===== config.mk =====
export PLATFORM = sky130hd
export DESIGN_NAME = e3te_tx_overhead
export DESIGN_NICKNAME = d
export VERILOG_FILES = /design/src/common/e3te_pkg.sv /design/src/hw/e3te_err_ctl.sv /design/src/hw/e3te_tx_overhead.sv
export SDC_FILE = /design/constraint.sdc
export NUM_CORES = 1
export LEC_CHECK = 0
export BUFFER_PORTS_ARGS = -buffer_cell sky130_fd_sc_hd__buf_2
export CAP_MARGIN = 10
export CORE_ASPECT_RATIO = 0.5
export CORE_MARGIN = 4
export CORE_UTILIZATION = 52
export CTS_BUF_LIST = sky130_fd_sc_hd__clkbuf_8
export CTS_CLUSTER_DIAMETER = 40
export CTS_CLUSTER_SIZE = 12
export DETAILED_ROUTE_END_ITERATION = 8
export PLACE_DENSITY = 0.95
export SLEW_MARGIN = 40
export SYNTH_ARGS = -nofsm -noshare
export SYNTH_HDL_FRONTEND = slang
export SYNTH_HIERARCHICAL = 1
export SYNTH_SLANG_ARGS = --single-unit

===== constraint.sdc =====
create_clock -name aclk -period 4.8 [get_ports aclk]
set_input_delay 0.48 -clock aclk [delete_from_list [all_inputs] [get_ports aclk]]
set_output_delay 0.48 -clock aclk [all_outputs]
set_load 0.01 [all_outputs]

===== src/common/e3te_pkg.sv =====
// Purpose: Shared constants and types for the E3 transmit overhead and
//          framing error insertion block.
// Assumes: AXI4-Lite register access, one payload bit per valid beat.
// Notes:   Register offsets are kept as indices; byte address is index * 4.

package e3te_pkg;

   // ==========================================================
   // Register map
   localparam int AXI_AW = 12;
   localparam int AXI_DW = 32;
   localparam int REG_W = 16;
   localparam logic [AXI_AW-1:0] IDX_CTRL = 12'h118;
   localparam logic [AXI_AW-1:0] IDX_ERR = 12'h11a;
   localparam logic [AXI_AW-1:0] IDX_RSV0 = 12'h11c;
   localparam logic [AXI_AW-1:0] IDX_RSV1 = 12'h11e;
   localparam logic [AXI_AW-1:0] ADDR_CTRL = IDX_CTRL << 2;
   localparam logic [AXI_AW-1:0] ADDR_ERR = IDX_ERR << 2;
   localparam logic [AXI_AW-1:0] ADDR_RSV0 = IDX_RSV0 << 2;
   localparam logic [AXI_AW-1:0] ADDR_RSV1 = IDX_RSV1 << 2;
   localparam logic [REG_W-1:0] REG_RESET = 16'h0000;
   localparam logic [REG_W-1:0] CTRL_MASK = 16'h030f;
   localparam logic [REG_W-1:0] ERR_MASK = 16'h001f;
   localparam logic [1:0] RESP_OKAY = 2'h0;
   localparam logic [1:0] RESP_SLVERR = 2'h2;

   // ==========================================================
   // Field positions
   localparam int CTRL_AIS_BIT = 0;
   localparam int CTRL_FGD_BIT = 1;
   localparam int CTRL_ASEL_LSB = 2;
   localparam int CTRL_NSEL_LSB = 8;
   localparam int ERR_TRIG_BIT = 0;
   localparam int ERR_SW_BIT = 1;
   localparam int ERR_EN_BIT = 2;
   localparam int ERR_TYPE_LSB = 3;

   // ==========================================================
   // Frame layout
   localparam int POS_W = 11;
   localparam logic [POS_W-1:0] FRAME_LAST = 11'h5ff;
   localparam logic [POS_W-1:0] FAS_LEN = 11'h00a;
   localparam logic [POS_W-1:0] FAS_LAST = 11'h009;
   localparam logic [POS_W-1:0] A_POS = 11'h00a;
   localparam logic [POS_W-1:0] N_POS = 11'h00b;
   localparam logic [9:0] FAS_WORD = 10'h3d0;
   localparam logic [2:0] ERR_FRAMES_ONE = 3'h1;
   localparam logic [2:0] ERR_FRAMES_FOUR = 3'h4;

   // ==========================================================
   // Types
   typedef enum logic [1:0] {
      NSRC_ONE = 2'b00, NSRC_HDLC = 2'b01, NSRC_FEAC = 2'b10, NSRC_ZERO = 2'b11
   } e3te_nsrc_t;
   typedef enum logic [1:0] {
      ASRC_AUTO = 2'b00, ASRC_FEAC = 2'b01, ASRC_ZERO = 2'b10, ASRC_ONE = 2'b11
   } e3te_asrc_t;
   typedef enum logic [1:0] {
      FERR_BIT1 = 2'b00, FERR_WORD1 = 2'b01, FERR_BIT4 = 2'b10,
      FERR_WORD4 = 2'b11
   } e3te_ferr_t;
   typedef enum logic [1:0] {
      SEL_CTRL = 2'b00, SEL_ERR = 2'b01, SEL_RSV = 2'b10, SEL_NONE = 2'b11
   } e3te_sel_t;

   typedef struct packed {
      e3te_nsrc_t n_bit_source_sel;
      e3te_asrc_t a_bit_source_sel;
      logic frame_gen_disable;
      logic force_all_ones;
   } e3te_ctrl_t;

   typedef struct packed {
      e3te_ferr_t frame_err_type;
      logic frame_err_insert_en;
      logic sw_single_err;
      logic err_trigger_sel;
   } e3te_errcfg_t;

   typedef struct packed {
      logic los;
      logic oof;
      logic ais;
      logic lof;
      logic lof_en;
      logic los_dis;
      logic oof_dis;
      logic ais_dis;
   } e3te_alarm_t;

   typedef struct packed {
      logic valid;
      logic data;
   } e3te_bit_t;

endpackage


===== src/hw/e3te_err_ctl.sv =====
// Purpose: Framing error trigger, arming and frame counting.
// Assumes: ext_trig already synchronised to aclk.
// Notes:   One pending request at a time; extra edges merge into it.
`timescale 1ns/100ps
`default_nettype none

module e3te_err_ctl (
   input wire logic aclk,
   input wire logic aresetn,
   input wire e3te_pkg::e3te_errcfg_t cfg,
   input wire logic ext_trig,
   input wire logic frame_start,
   input wire logic fas_end,
   output logic err_now,
   output logic word_err
);
   import e3te_pkg::*;

   typedef enum logic [1:0] {
      ERR_IDLE = 2'b00, ERR_ARMED = 2'b01, ERR_ACTIVE = 2'b10
   } e3te_est_t;

   e3te_est_t state_q, state_d;
   logic trig_q, trig_d, pend_q, pend_d, word_q, word_d, trig, rise;
   logic [2:0] left_q, left_d;

   // ==========================================================
   // Trigger source and edge
   // Mode change may itself look like an edge; software avoids it
   assign trig = cfg.err_trigger_sel ? ext_trig : cfg.sw_single_err;
   assign rise = trig & ~trig_q & cfg.frame_err_insert_en;
   assign err_now = cfg.frame_err_insert_en &&
                    (state_q == ERR_ACTIVE ||
                     (state_q == ERR_ARMED && frame_start));
   assign word_err = (state_q == ERR_ACTIVE) ? word_q
                                             : cfg.frame_err_type[0];

   always_comb begin
      state_d = state_q;
      pend_d = pend_q;
      word_d = word_q;
      left_d = left_q;
      trig_d = trig;
      unique case (state_q)
         ERR_IDLE: begin
            if (rise) state_d = ERR_ARMED;
         end
         ERR_ARMED: begin
            // Several edges before the FAS collapse to one error
            if (!cfg.frame_err_insert_en) begin
               state_d = ERR_IDLE;
            end else if (frame_start) begin
               state_d = ERR_ACTIVE;
               word_d = cfg.frame_err_type[0];
               left_d = cfg.frame_err_type[1] ? ERR_FRAMES_FOUR
                                              : ERR_FRAMES_ONE;
            end
         end
         ERR_ACTIVE: begin
            if (fas_end) left_d = left_q - 3'h1;
            if (fas_end && left_q == ERR_FRAMES_ONE) begin
               // A new edge during the burst is kept, not lost
               state_d = (pend_q || rise) ? ERR_ARMED : ERR_IDLE;
               pend_d = 1'b0;
            end else if (rise) begin
               pend_d = 1'b1;
            end
         end
         default: state_d = ERR_IDLE;
      endcase
   end

   always_ff @(posedge aclk) begin
      if (!aresetn) begin
         state_q <= ERR_IDLE;
         pend_q <= 1'b0;
         word_q <= 1'b0;
         left_q <= 3'h0;
         trig_q <= 1'b0;
      end else begin
         state_q <= state_d;
         pend_q <= pend_d;
         word_q <= word_d;
         left_q <= left_d;
         trig_q <= trig_d;
      end
   end
endmodule // e3te_err_ctl

`default_nettype wire


===== src/hw/e3te_tx_overhead.sv =====
// Purpose: E3 transmit overhead source selection, frame generation,
//          all-ones alarm and framing error insertion, AXI4-Lite regs.
// Assumes: One payload bit per tx_in.valid; receive alarms on aclk.
// Notes:   Frame position free-runs from reset; bit 0 is the first FAS bit.
//
// Behaviour
// N bit: 00 one, 01 HDLC, 10 FEAC, 11 zero.
// A bit: 00 auto alarms, 01 FEAC, 10 zero, 11 one.
// N and A both on FEAC carry the same stream, one bit per frame.
// Frame generation disabled passes incoming overhead positions through.
// Passed overhead still overwritten by error insertion and all ones.
// Alarm bit forces the whole outgoing stream to ones.
// Error type: bit or word, in one or four frames.
// No framing errors while insertion enable is zero.
// Each rising edge of the software bit gives exactly one error.
// Several toggles between opportunities still give only one error.
// Trigger select picks software bit at 0, external input at 1.
// Software keeps trigger select still while either trigger is high.
// Control and error registers only; two reserved offsets read zero.
// Auto A bit is one on enabled LOS, OOF, AIS or LOF.
// Requested error lands on the next FAS; four-frame modes span four.
// All register bits reset to zero; reserved bits read zero.
//
// Added by the designer: the AXI4-Lite interface to the registers.
`timescale 1ns/100ps
`default_nettype none

module e3te_tx_overhead (
   input wire logic aclk,
   input wire logic aresetn,
   input wire logic [e3te_pkg::AXI_AW-1:0] s_axi_awaddr,
   input wire logic s_axi_awvalid,
   output logic s_axi_awready,
   input wire logic [e3te_pkg::AXI_DW-1:0] s_axi_wdata,
   input wire logic [3:0] s_axi_wstrb,
   input wire logic s_axi_wvalid,
   output logic s_axi_wready,
   output logic [1:0] s_axi_bresp,
   output logic s_axi_bvalid,
   input wire logic s_axi_bready,
   input wire logic [e3te_pkg::AXI_AW-1:0] s_axi_araddr,
   input wire logic s_axi_arvalid,
   output logic s_axi_arready,
   output logic [e3te_pkg::AXI_DW-1:0] s_axi_rdata,
   output logic [1:0] s_axi_rresp,
   output logic s_axi_rvalid,
   input wire logic s_axi_rready,
   input wire e3te_pkg::e3te_bit_t tx_in,
   input wire logic hdlc_bit,
   input wire logic feac_bit,
   input wire e3te_pkg::e3te_alarm_t rx_alarm,
   input wire logic ext_err_insert_in,
   output e3te_pkg::e3te_bit_t tx_out,
   output logic tx_overhead
);
   import e3te_pkg::*;

   // ==========================================================
   // Helpers
   function automatic e3te_sel_t decode(input logic [AXI_AW-1:0] a);
      logic [AXI_AW-1:0] w;
      w = {a[AXI_AW-1:2], 2'b00};
      if (w == ADDR_CTRL) decode = SEL_CTRL;
      else if (w == ADDR_ERR) decode = SEL_ERR;
      else if (w == ADDR_RSV0 || w == ADDR_RSV1) decode = SEL_RSV;
      else decode = SEL_NONE;
   endfunction

   function automatic logic [REG_W-1:0] merge(
      input logic [REG_W-1:0] old,
      input logic [REG_W-1:0] nw,
      input logic [1:0] strb);
      logic [REG_W-1:0] r;
      r = old;
      for (int i = 0; i < 2; i++) begin
         if (strb[i]) r[8*i +: 8] = nw[8*i +: 8];
      end
      merge = r;
   endfunction

   // ==========================================================
   // Register file and AXI4-Lite slave
   logic [REG_W-1:0] ctrl_q, ctrl_d, err_q, err_d;
   logic bvalid_q, bvalid_d, rvalid_q, rvalid_d;
   logic [1:0] bresp_q, bresp_d, rresp_q, rresp_d;
   logic [AXI_DW-1:0] rdata_q, rdata_d;
   logic wr_go, rd_go;
   e3te_sel_t wsel, rsel;
   e3te_ctrl_t ctrl;
   e3te_errcfg_t ecfg;

   // Both channels taken together keeps the write path one cycle long
   assign wr_go = s_axi_awvalid && s_axi_wvalid && !bvalid_q;
   assign rd_go = s_axi_arvalid && !rvalid_q;
   assign s_axi_awready = wr_go;
   assign s_axi_wready = wr_go;
   assign s_axi_arready = !rvalid_q;
   assign s_axi_bvalid = bvalid_q;
   assign s_axi_bresp = bresp_q;
   assign s_axi_rvalid = rvalid_q;
   assign s_axi_rresp = rresp_q;
   assign s_axi_rdata = rdata_q;
   assign wsel = decode(s_axi_awaddr);
   assign rsel = decode(s_axi_araddr);

   assign ctrl.n_bit_source_sel = e3te_nsrc_t'(ctrl_q[CTRL_NSEL_LSB +: 2]);
   assign ctrl.a_bit_source_sel = e3te_asrc_t'(ctrl_q[CTRL_ASEL_LSB +: 2]);
   assign ctrl.frame_gen_disable = ctrl_q[CTRL_FGD_BIT];
   assign ctrl.force_all_ones = ctrl_q[CTRL_AIS_BIT];
   assign ecfg.frame_err_type = e3te_ferr_t'(err_q[ERR_TYPE_LSB +: 2]);
   assign ecfg.frame_err_insert_en = err_q[ERR_EN_BIT];
   assign ecfg.sw_single_err = err_q[ERR_SW_BIT];
   assign ecfg.err_trigger_sel = err_q[ERR_TRIG_BIT];

   always_comb begin
      ctrl_d = ctrl_q;
      err_d = err_q;
      bvalid_d = bvalid_q;
      bresp_d = bresp_q;
      if (wr_go) begin
         bvalid_d = 1'b1;
         bresp_d = (wsel == SEL_NONE) ? RESP_SLVERR : RESP_OKAY;
         // Reserved bits are masked so they never store
         if (wsel == SEL_CTRL) begin
            ctrl_d = merge(ctrl_q, s_axi_wdata[REG_W-1:0],
                           s_axi_wstrb[1:0]) & CTRL_MASK;
         end
         if (wsel == SEL_ERR) begin
            err_d = merge(err_q, s_axi_wdata[REG_W-1:0],
                          s_axi_wstrb[1:0]) & ERR_MASK;
         end
      end else if (bvalid_q && s_axi_bready) begin
         bvalid_d = 1'b0;
      end
   end

   always_comb begin
      rvalid_d = rvalid_q;
      rresp_d = rresp_q;
      rdata_d = rdata_q;
      if (rd_go) begin
         rvalid_d = 1'b1;
         rresp_d = (rsel == SEL_NONE) ? RESP_SLVERR : RESP_OKAY;
         unique case (rsel)
            SEL_CTRL: rdata_d = AXI_DW'(ctrl_q);
            SEL_ERR: rdata_d = AXI_DW'(err_q);
            SEL_RSV: rdata_d = '0;
            SEL_NONE: rdata_d = '0;
         endcase
      end else if (rvalid_q && s_axi_rready) begin
         rvalid_d = 1'b0;
      end
   end

   always_ff @(posedge aclk) begin
      if (!aresetn) begin
         ctrl_q <= REG_RESET;
         err_q <= REG_RESET;
         bvalid_q <= 1'b0;
         bresp_q <= RESP_OKAY;
         rvalid_q <= 1'b0;
         rresp_q <= RESP_OKAY;
         rdata_q <= '0;
      end else begin
         ctrl_q <= ctrl_d;
         err_q <= err_d;
         bvalid_q <= bvalid_d;
         bresp_q <= bresp_d;
         rvalid_q <= rvalid_d;
         rresp_q <= rresp_d;
         rdata_q <= rdata_d;
      end
   end

   // ==========================================================
   // External trigger synchroniser
   logic ext_s1_q, ext_s2_q;

   always_ff @(posedge aclk) begin
      if (!aresetn) begin
         ext_s1_q <= 1'b0;
         ext_s2_q <= 1'b0;
      end else begin
         ext_s1_q <= ext_err_insert_in;
         ext_s2_q <= ext_s1_q;
      end
   end

   // ==========================================================
   // Frame position
   logic [POS_W-1:0] pos_q, pos_d;
   logic frame_start, fas_end, in_fas;

   assign frame_start = tx_in.valid && (pos_q == '0);
   assign fas_end = tx_in.valid && (pos_q == FAS_LAST);
   assign in_fas = pos_q < FAS_LEN;

   always_comb begin
      pos_d = pos_q;
      if (tx_in.valid) pos_d = (pos_q == FRAME_LAST) ? '0 : pos_q + 1'b1;
   end

   always_ff @(posedge aclk) begin
      if (!aresetn) pos_q <= '0;
      else pos_q <= pos_d;
   end

   // ==========================================================
   // Error control
   logic err_now, word_err;

   e3te_err_ctl u_err (
      .aclk(aclk),
      .aresetn(aresetn),
      .cfg(ecfg),
      .ext_trig(ext_s2_q),
      .frame_start(frame_start),
      .fas_end(fas_end),
      .err_now(err_now),
      .word_err(word_err)
   );

   // ==========================================================
   // Overhead sources
   logic n_bit, a_bit, auto_a;

   assign auto_a = (rx_alarm.los && !rx_alarm.los_dis) ||
                   (rx_alarm.oof && !rx_alarm.oof_dis) ||
                   (rx_alarm.ais && !rx_alarm.ais_dis) ||
                   (rx_alarm.lof && rx_alarm.lof_en);

   always_comb begin
      unique case (ctrl.n_bit_source_sel)
         NSRC_ONE: n_bit = 1'b1;
         NSRC_HDLC: n_bit = hdlc_bit;
         NSRC_FEAC: n_bit = feac_bit;
         NSRC_ZERO: n_bit = 1'b0;
      endcase
   end

   always_comb begin
      unique case (ctrl.a_bit_source_sel)
         ASRC_AUTO: a_bit = auto_a;
         ASRC_FEAC: a_bit = feac_bit;
         ASRC_ZERO: a_bit = 1'b0;
         ASRC_ONE: a_bit = 1'b1;
      endcase
   end

   // ==========================================================
   // Output bit
   e3te_bit_t out_q, out_d;
   logic oh_q, oh_d, bit_v;

   always_comb begin
      bit_v = tx_in.data;
      oh_d = 1'b0;
      if (in_fas) begin
         bit_v = FAS_WORD[4'(FAS_LAST - pos_q)];
         oh_d = 1'b1;
      end else if (pos_q == A_POS) begin
         bit_v = a_bit;
         oh_d = 1'b1;
      end else if (pos_q == N_POS) begin
         bit_v = n_bit;
         oh_d = 1'b1;
      end
      if (oh_d && ctrl.frame_gen_disable) bit_v = tx_in.data;
      // Bit errors hit the first FAS bit; word errors all ten
      if (err_now && in_fas && (word_err || pos_q == '0)) begin
         bit_v = ~bit_v;
      end
      if (ctrl.force_all_ones) bit_v = 1'b1;
      out_d.valid = tx_in.valid;
      out_d.data = tx_in.valid ? bit_v : out_q.data;
      if (!tx_in.valid) oh_d = oh_q;
   end

   always_ff @(posedge aclk) begin
      if (!aresetn) begin
         out_q <= '0;
         oh_q <= 1'b0;
      end else begin
         out_q <= out_d;
         oh_q <= oh_d;
      end
   end

   assign tx_out = out_q;
   assign tx_overhead = oh_q;

   logic plain;
   assign plain = tx_in.valid && !ctrl.force_all_ones &&
                  !ctrl.frame_gen_disable;
endmodule // e3te_tx_overhead

`default_nettype wire


==> metrics.yaml, run 1 <==
status:
  status: "complete, no violations"
global_route:
  grt_start_max_net_pins: 38
  grt_pass1_wl_mm: 9.46
  grt_use_met1_pct: 22.3
  grt_pass1_vias: 2099
  busiest_layer: "met2"
  grt.overflow.total: 0
  use_met2_pct: 33.6
  antenna_found_initial: 0
  use_met3_pct: 4.00
  track_usage_pct: 18.9
clocking:
  cts_tree: "yes"
  clk_latency_ps: 310
  postCtsHoldBufs: 0
  root_buffer: "clkbuf_8"
  ctsResizeCount: 0
  cts_setup_buffers: 0
  path_clk_slew_ps: 90
  cts.sinks: 46
  cts_buffer_depth: 2
  htree_levels: 2
  cts_made_buffers: 5
placed_design:
  dp_hpwl_mm: 4.50
  dpl_cell_area_um2: 2890
  place_ws_ps: 2170
  place_congestion: 0.904
  portBuffers: 65
route:
  post-route-drc-count: 0
  routed_wirelength_mm: 6.13
  post_drt_wl_per_cell_um: 14.3
  vias: 2319
  viasPerCell: 5.41
  ant_nets: 0
  dr.first_iter.drc_count: 227
  firstDrtPassIters: 6
yosys:
  synth-edff-count: 0
  syn_area_per_cell_um2: 8.82
  async_flop_share_pct: 0
  synthesis.instances: 298
  synthesis.area_um2: 2630
  ys.flop_type: "dfxtp_1"
  ys_seq_area_share_pct: 35.0
  yosysWarnings: 6
  ys_types: 56
  synth-seq-cells: 46
run:
  maxCapViolCount: 0
pwr:
  p_leak_nw: 1.35
  finalPower_mw: 0.770
  ir_worst_vdd_mv: 0.166
  power_density_nw_per_um2: 256
timing:
  finalCritPeriodShare_pct: 57.1
  maxSlewHeadroom_pct: 51.1
  final-max-slew-violation-count: 0
  timing.fmax_mhz: 365
  period_minus_slack_ps: 2740
  tightest_slew_ps: 728
  rsz0062_at_grt: "no"
  finalSetupTns_ps: 0
  setup_viol: 0
  hold_viol: 0
  fin_ws_ps: 2060
  fin_skew_ps: 12.9
final_layout:
  multi_input_area_um2: 1510
  n_antenna_cell: 0
  fillers: 372
  regArea_um2: 921
  num-nets-final: 450
  drive_gt1_share_pct: 24.0
  area_growth_pct: 14.4
  finish.instance_area_um2: 3010
die:
  die_w_um: 109
  initial_core_util_pct: 56.7
  num_io_pins: 124
  core-area_um2: 4640
  die_area_um2: 6330
  row_count: 17
  fp.dieH_um: 58.3
setup_path:
  critical_path_required_ps: 4980
  critPathMaxFanout: 6
  path_class: "reg2reg"
  arrival_ps: 2920
  ff2ff_path_depth: 9
  cp-start-kind: "register"
  end_kind: "register"
min_path:
  hold_class: "in2reg"
  worstHoldPathCells: 2
critical path, stage by stage (launching register included):
cell and delay, ps:
dfxtp_1 360, nor4_1 290, nand2_1 220, nor4_1 570, nand3b_1 130, a21boi_0 180, a21boi_0 250, xor2_1 100
o32ai_1 400, nor4b_2 110
layer usage:
metal	wire (µm)	share of wire (%)
met5	0	0
met1	2460	40
met4	132	2.2
met2	3120	51
met3	417	6.8
state kept, by name, summed over array words and instances, names as in the netlist:
register / count
err_q: 5
u_err/state_q: 2
ext_s2_q: 1
s_axi_rdata: 7
tx_out: 2
tx_overhead: 1
s_axi_bvalid: 1
pos_q: 11
ctrl_q: 6
s_axi_bresp: 1
s_axi_rvalid: 1
u_err/left_q: 3
u_err/pend_q: 1
ext_s1_q: 1
u_err/trig_q: 1
s_axi_rresp: 1
u_err/word_q: 1
layout by cell type (no fill, tap or decap), types with 2 or more instances in the layout:
cell type and n:
o21bai_1 2, o311ai_0 2, a21oi_1 11, and2_1 7, mux2i_1 9, o21ai_0 4
nor4b_1 3, xnor2_1 4, conb_1 27, a21o_1 2, o21ai_1 2, nor2b_1 19
nor2_1 11, nor4bb_1 2, ha_1 8, a32oi_1 2, buf_2 65, nor4_1 3
nand3b_1 4, mux2_2 4, nand2_1 27, nand2b_1 5, a21boi_0 10, dfxtp_1 46
a22oi_1 6, nand3_1 11, a311oi_1 2, xor2_1 5, nand4_1 5, or2b_1 3
inv_1 16, clkbuf_8 5, nor3_1 5
synthesized netlist by cell type (all sizes together), types with 3 or more instances:
| cell | number | area share [%] |
|---|---|---|
| dfxtp | 46 | 35 |
| buf | 30 | 8.6 |
| nand2 | 27 | 3.9 |
| nor2b | 19 | 4.5 |
| inv | 16 | 2.3 |
| a21oi | 12 | 2.4 |
| nand3 | 12 | 2.5 |
| a21boi | 11 | 3.6 |
| nor2 | 11 | 1.6 |
| mux2i | 9 | 3.4 |
| ha | 8 | 3.8 |
| and2 | 7 | 1.7 |
| a22oi | 6 | 1.7 |
| nand2b | 6 | 1.7 |
| o21ai | 6 | 1.1 |
| nand4 | 5 | 1.2 |
| nor3 | 5 | 0.95 |
| xor2 | 5 | 1.7 |
| clkbuf | 4 | 0.57 |
| mux2 | 4 | 1.7 |
| nand3b | 4 | 1.1 |
| nor4 | 4 | 1.5 |
| nor4b | 4 | 1.6 |
| xnor2 | 4 | 1.3 |
| or2b | 3 | 0.86 |
path summary, 6_finish.rpt:
path / slack, ps / end / from
worst max-delay path: 2060 / tx_out[0]$_SDFFE_PN0P_ / pos_q[5]$_SDFFE_PN0P_
worst min-delay path: 380 / ext_s1_q$_SDFF_PN0_ / ext_err_insert_in
worst max register to register: 2060 / tx_out[0]$_SDFFE_PN0P_ / pos_q[5]$_SDFFE_PN0P_
worst min register to register: 440 / ext_s2_q$_SDFF_PN0_ / ext_s1_q$_SDFF_PN0_
where the power goes:
part	switching, mW	leakage, nW	internal (mW)
registers	0.00455	0.373	0.387
clock network	0.138	0.0585	0.156
logic	0.0477	0.921	0.0354
cell type report:
type                       count  area share, %
clock inverter                 3           1.46
tap                           66           2.75
inverter                      16           2.00
clock buffer                   5           2.29
multi-input combinational    228           50.1
sequential                    46           30.6
timing repair buffer          65           10.8
logic make-up after synthesis:
kind of cell	synth area share [%]
buf+inv	11.4
mux	5.14
other cells	0.143
compound gates	14.9
xor+xnor	3.00
fa+ha+maj	3.81
simple gates	26.5
flops	35.0
per-stage QoR:
step	cells	hold slack, ps	util, %
6_report	429	380	64.8
5_1_grt	429	391	64.8
2_1_floorplan	324	412	-
4_1_cts	429	376	64.8
3_3_place_gp	421	416	62.4
3_5_place_dp	421	426	62.4
(Power assumes the default switching activity.)
==> run 2, diff against run 1 <==
CORE_UTILIZATION = 48   (was 52)
PLACE_DENSITY = 0.9   (was 0.95)
clock period = 2.63 ns   (was 4.8 ns; I/O delays follow)
==> metrics.yaml, run 2 (synthesis results as in run 1) <==
final_layout:
  largest_register_ffs: 11  # unchanged
  final_util_pct: 60.3  # was 64.8%
  final_common_cell: "buf_2"  # unchanged
  drive_gt1_share_pct: 25.3  # was 24.0%
  area_growth_pct: 17.2  # was 14.4%
  fin_cells: 438  # was 429
  final_cell_mix: "65 x buf_2, 46 x dfxtp_1, 27 x nand2_1, 27 x conb_1, 19 x nor2b_1"  # unchanged
  n_antenna_cell: 0  # unchanged
  num-nets-final: 455  # was 450
  top_register: "pos_q"  # unchanged
placed_design:
  portBuffers: 65  # unchanged
  dp_hpwl_mm: 4.48  # was 4.50 mm
  place_congestion: 0.884  # was 0.904
  dpl.cell_count: 430  # was 421
timing:
  timing.fmax_mhz: 421  # was 365 MHz
  setup_viol: 0  # unchanged
  period_minus_slack_ps: 2370  # was 2740 ps
  finalCritPeriodShare_pct: 90.2  # was 57.1%
  final-max-slew-violation-count: 0  # unchanged
  tightest_slew_ps: 584  # was 728 ps
  finalSetupTns_ps: 0  # unchanged
  maxSlewHeadroom_pct: 60.8  # was 51.1%
  hold_viol: 0  # unchanged
  fin_skew_ps: 8.31  # was 12.9 ps
  rsz0062_at_grt: "no"  # unchanged
route:
  dr.first_iter.drc_count: 99  # was 227
  routed_wirelength_mm: 6.11  # was 6.13 mm
  post_drt_wl_per_cell_um: 14.0  # was 14.3 µm
  ant_nets: 0  # unchanged
  firstDrtPassIters: 5  # was 6
  post-route-drc-count: 0  # unchanged
  vias: 2292  # was 2,319
  viasPerCell: 5.23  # was 5.41
clocking:
  htree_levels: 2  # unchanged
  cts_made_buffers: 5  # unchanged
  clk_latency_ps: 300  # was 310 ps
  cts_tree: "yes"  # unchanged
  cts_buffer_depth: 2  # unchanged
  root_buffer: "clkbuf_8"  # unchanged
  path_clk_slew_ps: 90  # about the same
  cts.sinks: 46  # unchanged
global_route:
  grt_pass1_vias: 2117  # was 2,099
  grt.overflow.total: 0  # unchanged
  antenna_found_initial: 0  # unchanged
  grt_pass1_wl_mm: 9.74  # was 9.46 mm
  grt_start_max_net_pins: 22  # was 38
  track_usage_pct: 17.8  # was 18.9%
die:
  initial_core_util_pct: 51.4  # was 56.7%
  core-area_um2: 5110  # was 4640 µm²
  die_w_um: 113  # was 109 µm
  num_io_pins: 124  # unchanged
  die_area_um2: 6800  # was 6330 µm²
  row_count: 18  # was 17
  fp.dieH_um: 60.3  # was 58.3 µm
pwr:
  ir_worst_vdd_mv: 0.219  # was 0.166 mV
  power_density_nw_per_um2: 487  # was 256 nW/µm²
  finalPower_mw: 1.50  # was 0.770 mW
  p_leak_nw: 1.39  # was 1.35 nW
setup_path:
  critical_path_required_ps: 2850  # was 4980 ps
  cp-start-kind: "register"  # unchanged
  path_cells: "nor4_1, nand2_1, nor4_2, nand3b_1, a21boi_0, a21boi_0, xor2_1, o32ai_1, nor4b_2"  # was nor4_1, nand2_1, nor4_1, nand3b_1, a21boi_0, a21boi_0, xor2_1, o32ai_1, nor4b_2
  end_kind: "register"  # unchanged
  arrival_ps: 2600  # was 2920 ps
  cpMostUsedCell: "a21boi_0"
  crit_path_max_incr_delay_ps: 400  # was 570 ps
  path_class: "reg2reg"  # unchanged
  crit_slowest_cell: "nor4_2"  # was nor4_1
  critPathMaxFanout: 4  # was 6
run:
  maxCapViolCount: 0  # unchanged
status:
  status: "complete, no violations"  # unchanged
min_path:
  hold_class: "in2reg"  # unchanged
[run 2: area by class of cell]
class                           instances  area (µm²)
Fill cell                             424        2030
Sequential cell                        46         921
Inverter                               16        60.1
Clock inverter                          3        68.8
Multi-Input combinational cell        228        1510
Clock buffer                            5        68.8
Tap cell                               70        87.6
Timing Repair Buffer                   70         363
[run 2: metal layers]
| layer | vias to the layer above | global-route usage, % | wire (µm) |
|---|---|---|---|
| li1 | 1131 | - | - |
| met1 | 1055 | 20.6 | 2530 |
| met2 | 93 | 33.2 | 3060 |
| met3 | 13 | 3.78 | 384 |
| met4 | 0 | 7.02 | 145 |
| met5 | - | 0 | 0 |
[run 2: report_power, final]
part	total [mW]	leakage, nW	internal, mW	switching, mW
Clock	0.630	0.0683	0.381	0.249
Combinational	0.156	0.949	0.0674	0.0885
Sequential	0.716	0.373	0.707	0.00865
Total	1.50	1.39	1.16	0.346
[run 2: worst paths after layout]
kind                                       startpoint                endpoint  slack [ps]  cells past startpoint
worst max-delay path            pos_q[5]$_SDFFE_PN0P_  tx_out[0]$_SDFFE_PN0P_         260                      9
worst min-delay path                ext_err_insert_in     ext_s1_q$_SDFF_PN0_         170                      2
worst max register to register  pos_q[5]$_SDFFE_PN0P_  tx_out[0]$_SDFFE_PN0P_         260                      9
worst min register to register    ext_s1_q$_SDFF_PN0_     ext_s2_q$_SDFF_PN0_         460                      1
[run 2: critical path: cells and delay by family (launching register included)]
kind	cells	cell delay, ps
simple gates	5	1220
compound gates	3	550
xor+xnor	1	170
flops	1	360
[run 2: what timing repair did]
action | CTS | global route
resized for setup | 0 | 1
hold buffers | 0 | 0
setup endpoints to repair | 0 | 1
setup buffers | 0 | 0
hold endpoints to repair | 0 | 0
[run 2: through the flow]
stage / setup WS, ps / hold slack [ps] / instance area (µm²)
2_1_floorplan: 401 / 390 / 2730
3_3_place_gp: 360 / 430 / 2940
3_5_place_dp: 224 / 436 / 2940
4_1_cts: 70.1 / 168 / 3070
5_1_grt: 57.7 / 160 / 3080
6_report: 257 / 169 / 3080
